--- src/logic/dma_event_pkg.sv ---
package dma_event_pkg;

  // Register byte addresses
  localparam logic [7:0] ECON_ADDR   = 8'h00;
  localparam logic [7:0] STATUS_ADDR = 8'h04;
  localparam logic [7:0] MASK_ADDR   = 8'h08;
  localparam logic [7:0] CTRL_ADDR   = 8'h0c;

  // Event control field positions, and the channel enable bit of the control register
  localparam int ABORT_NUM_LSB = 16;
  localparam int START_NUM_LSB = 8;
  localparam int FORCE_BIT     = 7;
  localparam int ABORT_BIT     = 6;
  localparam int PATTERN_ABORT_ENABLE_BIT     = 5;
  localparam int START_IRQ_ENABLE_BIT    = 4;
  localparam int ABORT_IRQ_ENABLE_BIT    = 3;
  localparam int CHANNEL_ENABLE_BIT      = 0;

  localparam int            IRQ_COUNT     = 256;
  localparam logic [7:0]    IRQ_NUM_RESET = 8'hff;

  // Status and mask bit positions
  localparam int EV_W         = 4;
  localparam int EV_IRQ_ABORT = 0;
  localparam int EV_PAT_ABORT = 1;
  localparam int EV_SW_ABORT  = 2;
  localparam int EV_START     = 3;

  localparam logic [1:0] RESP_OKAY   = 2'h0;
  localparam logic [1:0] RESP_SLVERR = 2'h2;

  typedef struct packed {
    logic [7:0] abort_irq_number;
    logic [7:0] start_irq_number;
    logic       pattern_abort_enable;
    logic       start_irq_enable;
    logic       abort_irq_enable;
  } econ_t;

  typedef struct packed {
    logic start;
    logic abort;
    logic clear_enable;
  } engine_cmd_t;

endpackage

--- src/logic/dma_channel_event_control.sv ---
`timescale 1ns/10ps
module dma_channel_event_control
  import dma_event_pkg::*;
(
  // Clock and reset
  input  wire logic                 clk,
  input  wire logic                 rst,
  // AXI4-Lite write address and data
  input  wire logic [7:0]           awaddr,
  input  wire logic                 awvalid,
  output logic                      awready,
  input  wire logic [31:0]          wdata,
  input  wire logic [3:0]           wstrb,
  input  wire logic                 wvalid,
  output logic                      wready,
  // AXI4-Lite write response
  output logic [1:0]                bresp,
  output logic                      bvalid,
  input  wire logic                 bready,
  // AXI4-Lite read
  input  wire logic [7:0]           araddr,
  input  wire logic                 arvalid,
  output logic                      arready,
  output logic [31:0]               rdata,
  output logic [1:0]                rresp,
  output logic                      rvalid,
  input  wire logic                 rready,
  // Interrupt request lines and engine events
  input  wire logic [IRQ_COUNT-1:0] irq_req,
  input  wire logic                 pattern_match,
  // Engine commands and interrupt
  output engine_cmd_t               cmd,
  output logic                      channel_enable,
  output logic                      irq
);
  logic [7:0]  aw_addr;
  logic        aw_held;
  logic [31:0] w_data;
  logic [3:0]  w_strb;
  logic        w_held;
  logic [7:0]  rd_addr;
  logic [7:0]  next_aw_addr;
  logic        next_aw_held;
  logic        next_awready;
  logic [31:0] next_w_data;
  logic [3:0]  next_w_strb;
  logic        next_w_held;
  logic        next_wready;
  logic        next_bvalid;
  logic [1:0]  next_bresp;
  logic        next_arready;
  logic        next_rvalid;
  logic [31:0] next_rdata;
  logic [1:0]  next_rresp;
  logic [7:0]  next_rd_addr;
  logic        do_write;
  logic        ar_fire;
  logic        mapped_wr;
  logic        mapped_rd;

  econ_t       econ;
  econ_t       next_econ;
  engine_cmd_t next_cmd;
  logic        next_channel_enable;
  logic        force_wr;
  logic        abort_wr;
  logic        pat_abort;
  logic        start_hit;
  logic        abort_hit;
  logic [EV_W-1:0] ev_set;
  logic [EV_W-1:0] ev_clr;
  logic [EV_W-1:0] status;
  logic [EV_W-1:0] mask;
  logic        mask_wr;

  // Write channel: address and data taken in either order
  always_comb begin
    do_write     = aw_held && w_held && !bvalid;
    next_aw_addr = (awvalid && awready) ? awaddr : aw_addr;
    next_aw_held = do_write ? 1'b0 : (aw_held || (awvalid && awready));
    next_awready = !next_aw_held;
    next_w_data  = (wvalid && wready) ? wdata : w_data;
    next_w_strb  = (wvalid && wready) ? wstrb : w_strb;
    next_w_held  = do_write ? 1'b0 : (w_held || (wvalid && wready));
    next_wready  = !next_w_held;
    mapped_wr    = (aw_addr == ECON_ADDR) || (aw_addr == STATUS_ADDR) ||
                   (aw_addr == MASK_ADDR) || (aw_addr == CTRL_ADDR);
    next_bvalid  = do_write || (bvalid && !bready);
    next_bresp   = do_write ? (mapped_wr ? RESP_OKAY : RESP_SLVERR) : bresp;
  end

  always_ff @(posedge clk or posedge rst) begin
    if (rst) begin
      aw_addr <= '0;
      aw_held <= 1'b0;
      awready <= 1'b1;
      w_data  <= '0;
      w_strb  <= '0;
      w_held  <= 1'b0;
      wready  <= 1'b1;
      bvalid  <= 1'b0;
      bresp   <= RESP_OKAY;
    end else begin
      aw_addr <= next_aw_addr;
      aw_held <= next_aw_held;
      awready <= next_awready;
      w_data  <= next_w_data;
      w_strb  <= next_w_strb;
      w_held  <= next_w_held;
      wready  <= next_wready;
      bvalid  <= next_bvalid;
      bresp   <= next_bresp;
    end
  end

  // Read channel: one read at a time, data from a register
  always_comb begin
    ar_fire      = arvalid && arready;
    next_rvalid  = ar_fire || (rvalid && !rready);
    next_arready = !next_rvalid;
    next_rd_addr = ar_fire ? araddr : rd_addr;
    mapped_rd    = 1'b1;
    next_rdata   = '0;
    unique case (araddr)
      ECON_ADDR: begin
        next_rdata[ABORT_NUM_LSB +: 8] = econ.abort_irq_number;
        next_rdata[START_NUM_LSB +: 8] = econ.start_irq_number;
        next_rdata[PATTERN_ABORT_ENABLE_BIT]          = econ.pattern_abort_enable;
        next_rdata[START_IRQ_ENABLE_BIT]         = econ.start_irq_enable;
        next_rdata[ABORT_IRQ_ENABLE_BIT]         = econ.abort_irq_enable;
      end
      STATUS_ADDR: next_rdata[EV_W-1:0] = status;
      MASK_ADDR:   next_rdata[EV_W-1:0] = mask;
      CTRL_ADDR:   next_rdata[CHANNEL_ENABLE_BIT] = channel_enable;
      default:     mapped_rd = 1'b0;
    endcase
    if (!ar_fire) begin
      next_rdata = rdata;
    end
    next_rresp = ar_fire ? (mapped_rd ? RESP_OKAY : RESP_SLVERR) : rresp;
  end

  always_ff @(posedge clk or posedge rst) begin
    if (rst) begin
      arready <= 1'b1;
      rvalid  <= 1'b0;
      rdata   <= '0;
      rresp   <= RESP_OKAY;
      rd_addr <= '0;
    end else begin
      arready <= next_arready;
      rvalid  <= next_rvalid;
      rdata   <= next_rdata;
      rresp   <= next_rresp;
      rd_addr <= next_rd_addr;
    end
  end

  irq_number_match u_start_match (
    .clk     (clk),
    .rst     (rst),
    .irq_req (irq_req),
    .number  (econ.start_irq_number),
    .enable  (econ.start_irq_enable),
    .hit     (start_hit)
  );

  irq_number_match u_abort_match (
    .clk     (clk),
    .rst     (rst),
    .irq_req (irq_req),
    .number  (econ.abort_irq_number),
    .enable  (econ.abort_irq_enable),
    .hit     (abort_hit)
  );

  // Event control register and commands
  always_comb begin
    next_econ = econ;
    force_wr  = 1'b0;
    abort_wr  = 1'b0;
    mask_wr   = 1'b0;
    ev_clr    = '0;
    if (do_write && aw_addr == ECON_ADDR) begin
      if (w_strb[2]) begin
        next_econ.abort_irq_number = w_data[ABORT_NUM_LSB +: 8];
      end
      if (w_strb[1]) begin
        next_econ.start_irq_number = w_data[START_NUM_LSB +: 8];
      end
      if (w_strb[0]) begin
        force_wr = w_data[FORCE_BIT];
        abort_wr = w_data[ABORT_BIT];
        next_econ.pattern_abort_enable = w_data[PATTERN_ABORT_ENABLE_BIT];
        next_econ.start_irq_enable     = w_data[START_IRQ_ENABLE_BIT];
        next_econ.abort_irq_enable     = w_data[ABORT_IRQ_ENABLE_BIT];
      end
    end
    if (do_write && aw_addr == STATUS_ADDR && w_strb[0]) begin
      ev_clr = w_data[EV_W-1:0];
    end
    if (do_write && aw_addr == MASK_ADDR && w_strb[0]) begin
      mask_wr = 1'b1;
    end
    pat_abort = econ.pattern_abort_enable && pattern_match;
    next_channel_enable = channel_enable;
    if (do_write && aw_addr == CTRL_ADDR && w_strb[0]) begin
      next_channel_enable = w_data[CHANNEL_ENABLE_BIT];
    end
    if (pat_abort) begin
      next_channel_enable = 1'b0;
    end
    next_cmd.start        = force_wr || start_hit;
    next_cmd.abort        = abort_wr || abort_hit || pat_abort;
    next_cmd.clear_enable = pat_abort;
    ev_set               = '0;
    ev_set[EV_IRQ_ABORT] = abort_hit;
    ev_set[EV_PAT_ABORT] = pat_abort;
    ev_set[EV_SW_ABORT]  = abort_wr;
    ev_set[EV_START]     = next_cmd.start;
  end

  always_ff @(posedge clk or posedge rst) begin
    if (rst) begin
      econ.abort_irq_number     <= IRQ_NUM_RESET;
      econ.start_irq_number     <= IRQ_NUM_RESET;
      econ.pattern_abort_enable <= 1'b0;
      econ.start_irq_enable     <= 1'b0;
      econ.abort_irq_enable     <= 1'b0;
      cmd                       <= '0;
      channel_enable            <= 1'b0;
    end else begin
      econ           <= next_econ;
      cmd            <= next_cmd;
      channel_enable <= next_channel_enable;
    end
  end

  event_flags u_flags (
    .clk       (clk),
    .rst       (rst),
    .set       (ev_set),
    .clr       (ev_clr),
    .mask_wr   (mask_wr),
    .mask_data (w_data[EV_W-1:0]),
    .status    (status),
    .mask      (mask),
    .irq       (irq)
  );

  property p_force_start;
    @(posedge clk) disable iff (rst)
    (do_write && aw_addr == ECON_ADDR && w_strb[0] && w_data[FORCE_BIT]) |=> cmd.start;
  endproperty
  a_force_start: assert property (p_force_start)
    else $error("force write did not start a transfer");

  property p_abort_field;
    @(posedge clk) disable iff (rst)
    (do_write && aw_addr == ECON_ADDR && w_strb[2])
      |=> econ.abort_irq_number == $past(w_data[ABORT_NUM_LSB +: 8]);
  endproperty
  a_abort_field: assert property (p_abort_field)
    else $error("abort number not taken from its field");

  property p_sw_abort;
    @(posedge clk) disable iff (rst)
    (do_write && aw_addr == ECON_ADDR && w_strb[0] && w_data[ABORT_BIT])
      |=> cmd.abort ##1 status[EV_SW_ABORT];
  endproperty
  a_sw_abort: assert property (p_sw_abort)
    else $error("abort write did not abort");

  property p_pat_abort;
    @(posedge clk) disable iff (rst)
    (pattern_match && econ.pattern_abort_enable)
      |=> cmd.abort && cmd.clear_enable && !channel_enable;
  endproperty
  a_pat_abort: assert property (p_pat_abort)
    else $error("pattern match did not abort and clear enable");

  property p_pat_off;
    @(posedge clk) disable iff (rst)
    !(pattern_match && econ.pattern_abort_enable) |=> !cmd.clear_enable;
  endproperty
  a_pat_off: assert property (p_pat_off)
    else $error("enable cleared without pattern abort");

  property p_start_irq;
    @(posedge clk) disable iff (rst)
    (econ.start_irq_enable && irq_req[econ.start_irq_number] &&
     !$past(irq_req[econ.start_irq_number]) && $stable(econ)) |=> ##1 cmd.start;
  endproperty
  a_start_irq: assert property (p_start_irq)
    else $error("selected start interrupt did not start");

  property p_start_cause;
    @(posedge clk) disable iff (rst)
    cmd.start |-> $past(force_wr) || ($past(start_hit) && $past(econ.start_irq_enable, 2));
  endproperty
  a_start_cause: assert property (p_start_cause)
    else $error("start without force or enabled interrupt");

  property p_abort_irq;
    @(posedge clk) disable iff (rst)
    abort_hit |=> cmd.abort && status[EV_IRQ_ABORT];
  endproperty
  a_abort_irq: assert property (p_abort_irq)
    else $error("abort interrupt did not abort and set flag");

  property p_abort_off;
    @(posedge clk) disable iff (rst)
    (!econ.abort_irq_enable && $stable(econ.abort_irq_enable)) |=> !abort_hit;
  endproperty
  a_abort_off: assert property (p_abort_off)
    else $error("disabled abort interrupt still hit");

  property p_reserved_read;
    @(posedge clk) disable iff (rst)
    (rvalid && rd_addr == ECON_ADDR) |-> rdata[31:24] == 8'h00 && rdata[7:6] == 2'h0 &&
      rdata[2:0] == 3'h0;
  endproperty
  a_reserved_read: assert property (p_reserved_read)
    else $error("unused event control bits read nonzero");

  property p_reset_value;
    @(posedge clk) $fell(rst) |-> econ.abort_irq_number == IRQ_NUM_RESET &&
      econ.start_irq_number == IRQ_NUM_RESET && !econ.start_irq_enable &&
      !econ.pattern_abort_enable && !econ.abort_irq_enable;
  endproperty
  a_reset_value: assert property (p_reset_value)
    else $error("wrong event control value after reset");

  property p_resp_hold;
    @(posedge clk) disable iff (rst)
    (bvalid && !bready) |=> bvalid && $stable(bresp);
  endproperty
  a_resp_hold: assert property (p_resp_hold)
    else $error("write response dropped before taken");
endmodule

--- src/logic/irq_number_match.sv ---
`timescale 1ns/10ps
module irq_number_match
  import dma_event_pkg::*;
(
  // Clock and reset
  input  wire logic                 clk,
  input  wire logic                 rst,
  // Request lines and selection
  input  wire logic [IRQ_COUNT-1:0] irq_req,
  input  wire logic [7:0]           number,
  input  wire logic                 enable,
  // One-cycle hit
  output logic                      hit
);
  logic [IRQ_COUNT-1:0] prev;
  logic                 next_hit;

  // Rising edge of the selected line only
  always_comb begin
    next_hit = enable && irq_req[number] && !prev[number];
  end

  always_ff @(posedge clk or posedge rst) begin
    if (rst) begin
      prev <= '0;
      hit  <= 1'b0;
    end else begin
      prev <= irq_req;
      hit  <= next_hit;
    end
  end
endmodule

--- src/logic/event_flags.sv ---
`timescale 1ns/10ps
module event_flags
  import dma_event_pkg::*;
(
  // Clock and reset
  input  wire logic            clk,
  input  wire logic            rst,
  // Hardware events and software access
  input  wire logic [EV_W-1:0] set,
  input  wire logic [EV_W-1:0] clr,
  input  wire logic            mask_wr,
  input  wire logic [EV_W-1:0] mask_data,
  // State
  output logic      [EV_W-1:0] status,
  output logic      [EV_W-1:0] mask,
  output logic                 irq
);
  logic [EV_W-1:0] next_status;
  logic [EV_W-1:0] next_mask;
  logic            next_irq;

  // Set wins over a same-cycle clear
  always_comb begin
    next_status = (status & ~clr) | set;
    next_mask   = mask_wr ? mask_data : mask;
    next_irq    = |(next_status & next_mask);
  end

  always_ff @(posedge clk or posedge rst) begin
    if (rst) begin
      status <= '0;
      mask   <= '0;
      irq    <= 1'b0;
    end else begin
      status <= next_status;
      mask   <= next_mask;
      irq    <= next_irq;
    end
  end
endmodule

--- config.mk ---
export PLATFORM = sky130hd
export DESIGN_NAME = dma_channel_event_control
export DESIGN_NICKNAME = d
export VERILOG_FILES = /design/src/logic/dma_event_pkg.sv /design/src/logic/dma_channel_event_control.sv /design/src/logic/irq_number_match.sv /design/src/logic/event_flags.sv
export SDC_FILE = /design/constraint.sdc
export NUM_CORES = 1
export LEC_CHECK = 0
export BUFFER_PORTS_ARGS = -buffer_cell sky130_fd_sc_hd__buf_4
export CORE_AREA = 2 2 184 186
export CTS_BUF_LIST = sky130_fd_sc_hd__clkbuf_8
export CTS_CLUSTER_DIAMETER = 200
export DETAILED_ROUTE_END_ITERATION = 8
export DIE_AREA = 0 0 186 188
export HOLD_SLACK_MARGIN = 0.15
export PLACE_DENSITY_LB_ADDON = 0.15
export SYNTH_ARGS = -nofsm -noshare
export SYNTH_HDL_FRONTEND = slang
export SYNTH_SLANG_ARGS = --single-unit
--- constraint.sdc ---
create_clock -name clk -period 9.8 [get_ports clk]
set_input_delay 0.49 -clock clk [delete_from_list [all_inputs] [get_ports clk]]
set_output_delay 0.49 -clock clk [all_outputs]
set_load 0.02 [all_outputs]
==> impl_metrics.env <==
export IMPL_status="finished clean"
export IMPL_cts_buffers=59
export IMPL_detail_route_first_pass_iterations=6
export IMPL_vias_per_cell=5.70
export IMPL_multi_input_area_um2=7010
export IMPL_yosys_register_bits=356
export IMPL_routed_wl_met3_um=4470
export IMPL_yosys_area_top_type="dfrtp_1"
export IMPL_synth_most_common_cell="dfrtp_1"
export IMPL_min_period_ns=3.68
export IMPL_grt_first_pass_wirelength_um=83800
export IMPL_powerDensity_nw_per_um2=163
export IMPL_syn_area_um2=16500
export IMPL_crit_end="u_abort_match.hit$_DFF_PP0_"
export IMPL_hold_viol_final=0
export IMPL_nets=2289
export IMPL_slowest_stage="dfstp_4"
export IMPL_h_tree_depth=2
export IMPL_drc=0
export IMPL_r2r_start="econ[11]$_DFFE_PP1P_"
export IMPL_r2r_cells=8
export IMPL_r2r_slack_ns=6.12
export IMPL_crit_type="flip-flop to flip-flop"
export IMPL_cts_sinks=356
export IMPL_yosys_warnings=0
export IMPL_grtUsageTotal_pct=31.9
export IMPL_cap_violations=0
export IMPL_hp_class="input port to flip-flop"
export IMPL_path_cells="buf_4, nor3b_1, a311oi_1, a21oi_1, mux4_2, o211a_1, o41ai_1, a211oi_1"
export IMPL_ioPinCount=362
export IMPL_die_height_um=188
export IMPL_die_area_um2=35000
export IMPL_cts_tree="yes"
export IMPL_die_w_um=186
export IMPL_rr_endpoint="u_abort_match.hit$_DFF_PP0_"
export IMPL_syn_area_per_cell_um2=12.3
export IMPL_vdd_drop_max_mv=0.110
export IMPL_cts_root_buffer="clkbuf_8"
export IMPL_worstSkewPairLatency_ns=0.64
export IMPL_endpoint_kind="flip-flop"
export IMPL_ys_seq_area_share_pct=54.0
export IMPL_antenna_found_initial=5
export IMPL_setup_viol=0
export IMPL_first_iter_violations=1017
export IMPL_drv_slew=0
export IMPL_rsz0062_at_grt="false"
export IMPL_ys_flop_type="dfrtp_1"
export IMPL_port_buffers=340
export IMPL_finClkSkew_ns=0.0265
export IMPL_required_ns=10.30
export IMPL_worstPathMaxFanout=73
export IMPL_p_total_uw=3820
export IMPL_postSynthCellCount=1340
export IMPL_synthTopCellsByCount="dfrtp_1 (337), nor2b_1 (97), nor3b_1 (84)"
export IMPL_drive_gt1_share_pct=29.6
export IMPL_dp_hpwl_um=34600
export IMPL_n_fill_cell=2261
export IMPL_synth_cell_types=67
export IMPL_synth_top_cell_area_share_pct=51.0
export IMPL_drt_total_wl_um=55100
export IMPL_drtAntennaViolNets=0
export IMPL_wire_per_inst_um=22.3
export IMPL_grt_overflow=0
export IMPL_initial_utilization_pct=49.9
export IMPL_met1_length_um=21900
export IMPL_critPathMaxStageDelay_ns=0.98
export IMPL_cts_buffer_depth=3
export IMPL_final_util_pct=71.0
export IMPL_grt_start_max_net_pins=180
export IMPL_clk_pin_slew_ns=0.06
export IMPL_cp_start_kind="flip-flop"
export IMPL_rows=67
export IMPL_async_flop_share_pct=100
export IMPL_syn_to_final_growth_pct=42.3
export IMPL_top_layer="met4"
export IMPL_vias=14100
export IMPL_crit_start="econ[11]$_DFFE_PP1P_"
export IMPL_max_freq_ghz=0.272
export IMPL_fin_crit_sh_pct=37.5
export IMPL_slew_headroom_pct=28.0
export IMPL_p_leak_uw=0.0102
export IMPL_gp_congestion=0.850
export IMPL_grt_pass1_vias=14900
export IMPL_regArea_um2=8940
export IMPL_synth_edf_count=0
export IMPL_core_area_um2=33100
export IMPL_fin_tns_setup_ns=0
export IMPL_worstPathArrival_ns=4.18
export IMPL_wl_met2_um=26700
export IMPL_worst_pin_slew_ns=1.08
export IMPL_synth_top_cells_by_area="dfrtp_1 (51%), mux4_2 (9.9%), mux2_2 (4.2%)"
export IMPL_post_cts_buffers=0
==> how the worst min path moves through the flow <==
| stage | start | end | slack [ns] | cells past startpoint |
|---|---|---|---|---|
| 3_3_place_gp | rdata[1]$_DFFE_PP0P_ | rdata[1]$_DFFE_PP0P_ | 0.47 | 2 |
| 4_1_cts | pattern_match | cmd[0]$_DFF_PP0_ | 0.17 | 2 |
| 2_1_floorplan | u_start_match.hit$_DFF_PP0_ | cmd[2]$_DFF_PP0_ | 0.42 | 1 |
| 3_5_place_dp | rdata[0]$_DFFE_PP0P_ | rdata[0]$_DFFE_PP0P_ | 0.47 | 2 |
| 6_report | pattern_match | cmd[0]$_DFF_PP0_ | 0.21 | 2 |
| 5_1_grt | pattern_match | cmd[0]$_DFF_PP0_ | 0.21 | 2 |
==> worst max-delay path: cells and delay by family, from the launching register on <==
family                 cells  cell delay [ns]
DFF                        1             0.98
buffers and inverters      1             0.70
AOI/OAI and AO/OA          5             1.12
and+or+nand+nor            1             0.14
muxes                      1             0.55
==> stage by stage <==
| step | hold WS (ns) | setup slack, ns | instances | cell area [µm²] |
|---|---|---|---|---|
| after floorplan | 0.425 | 4.56 | 1351 | 16600 |
| after global placement | 0.469 | 6.23 | 2066 | 19400 |
| after detailed placement | 0.474 | 6.17 | 2066 | 19400 |
| after CTS | 0.174 | 6.16 | 2468 | 23500 |
| after global routing | 0.208 | 5.92 | 2472 | 23500 |
| final | 0.211 | 6.12 | 2473 | 23500 |
==> cell families (layout without fill, tap and decap cells) <==
group                  after synthesis  in the layout  share of synthesized area (%)
buffers and inverters              147            816                           3.87
other                                1             17                         0.0227
flip-flops                         356            356                           54.0
AND/OR/NAND/NOR                    435            435                           16.4
AO/OA/AOI/OAI                      257            257                           10.9
multiplexers                       144            144                           14.7
==> registers in the layout (all words and copies together), names as in the netlist <==
signal and flops:
arready 1, u_abort_match.prev 256, bresp 1, aw_held 1
rdata 22, u_flags.irq 1, awready 1, w_held 1
econ 19, rresp 1, cmd 3, bvalid 1
w_data 24, w_strb 3, rvalid 1, u_flags.status 4
u_flags.mask 4, u_abort_match.hit 1, channel_enable 1, wready 1
u_start_match.hit 1, aw_addr 8
==> placed cells by master, fill, tap and decap left out, types with 45 or more instances in the layout <==
cell type | synthesis | layout
a21oi_1 | 48 | 48
buf_4 | 12 | 353
clkbuf_8 | 0 | 73
dfrtp_1 | 337 | 337
dlygate4sd3_1 | 0 | 294
inv_1 | 54 | 83
mux2_2 | 62 | 62
mux4_2 | 73 | 73
nand2_1 | 46 | 46
nand2b_1 | 62 | 62
nand3b_1 | 45 | 45
nor2b_1 | 97 | 97
nor3b_1 | 84 | 84
==> power by group <==
| part | total (µW) | switching (µW) | internal, µW |
|---|---|---|---|
| Clock | 1270 | 603 | 666 |
| Sequential | 1750 | 116 | 1630 |
| Combinational | 809 | 393 | 416 |
==> layout make-up <==
| cell class | instances | share of cell area, % |
|---|---|---|
| antenna | 5 | 0.0532 |
| inverter | 59 | 0.968 |
| sequential | 356 | 38.0 |
| tap | 448 | 2.38 |
| clock inverter | 35 | 0.596 |
| clock buffer | 73 | 4.27 |
| timing repair buffer | 649 | 23.9 |
| multi-input combinational | 848 | 29.8 |
==> timing repair <==
action                                 in CTS  in global routing
endpoints found under the hold margin     295                  0
hold buffers                              294                  0
gates resized for setup                     0                  0
==> layer usage <==
| metal | GRT usage [%] | up-vias |
|---|---|---|
| li1 | - | 6240 |
| met1 | 40.5 | 7092 |
| met2 | 52.4 | 640 |
| met3 | 8.12 | 136 |
| met4 | 12.7 | 0 |
| met5 | 0 | - |
(Power assumes the default switching activity.)
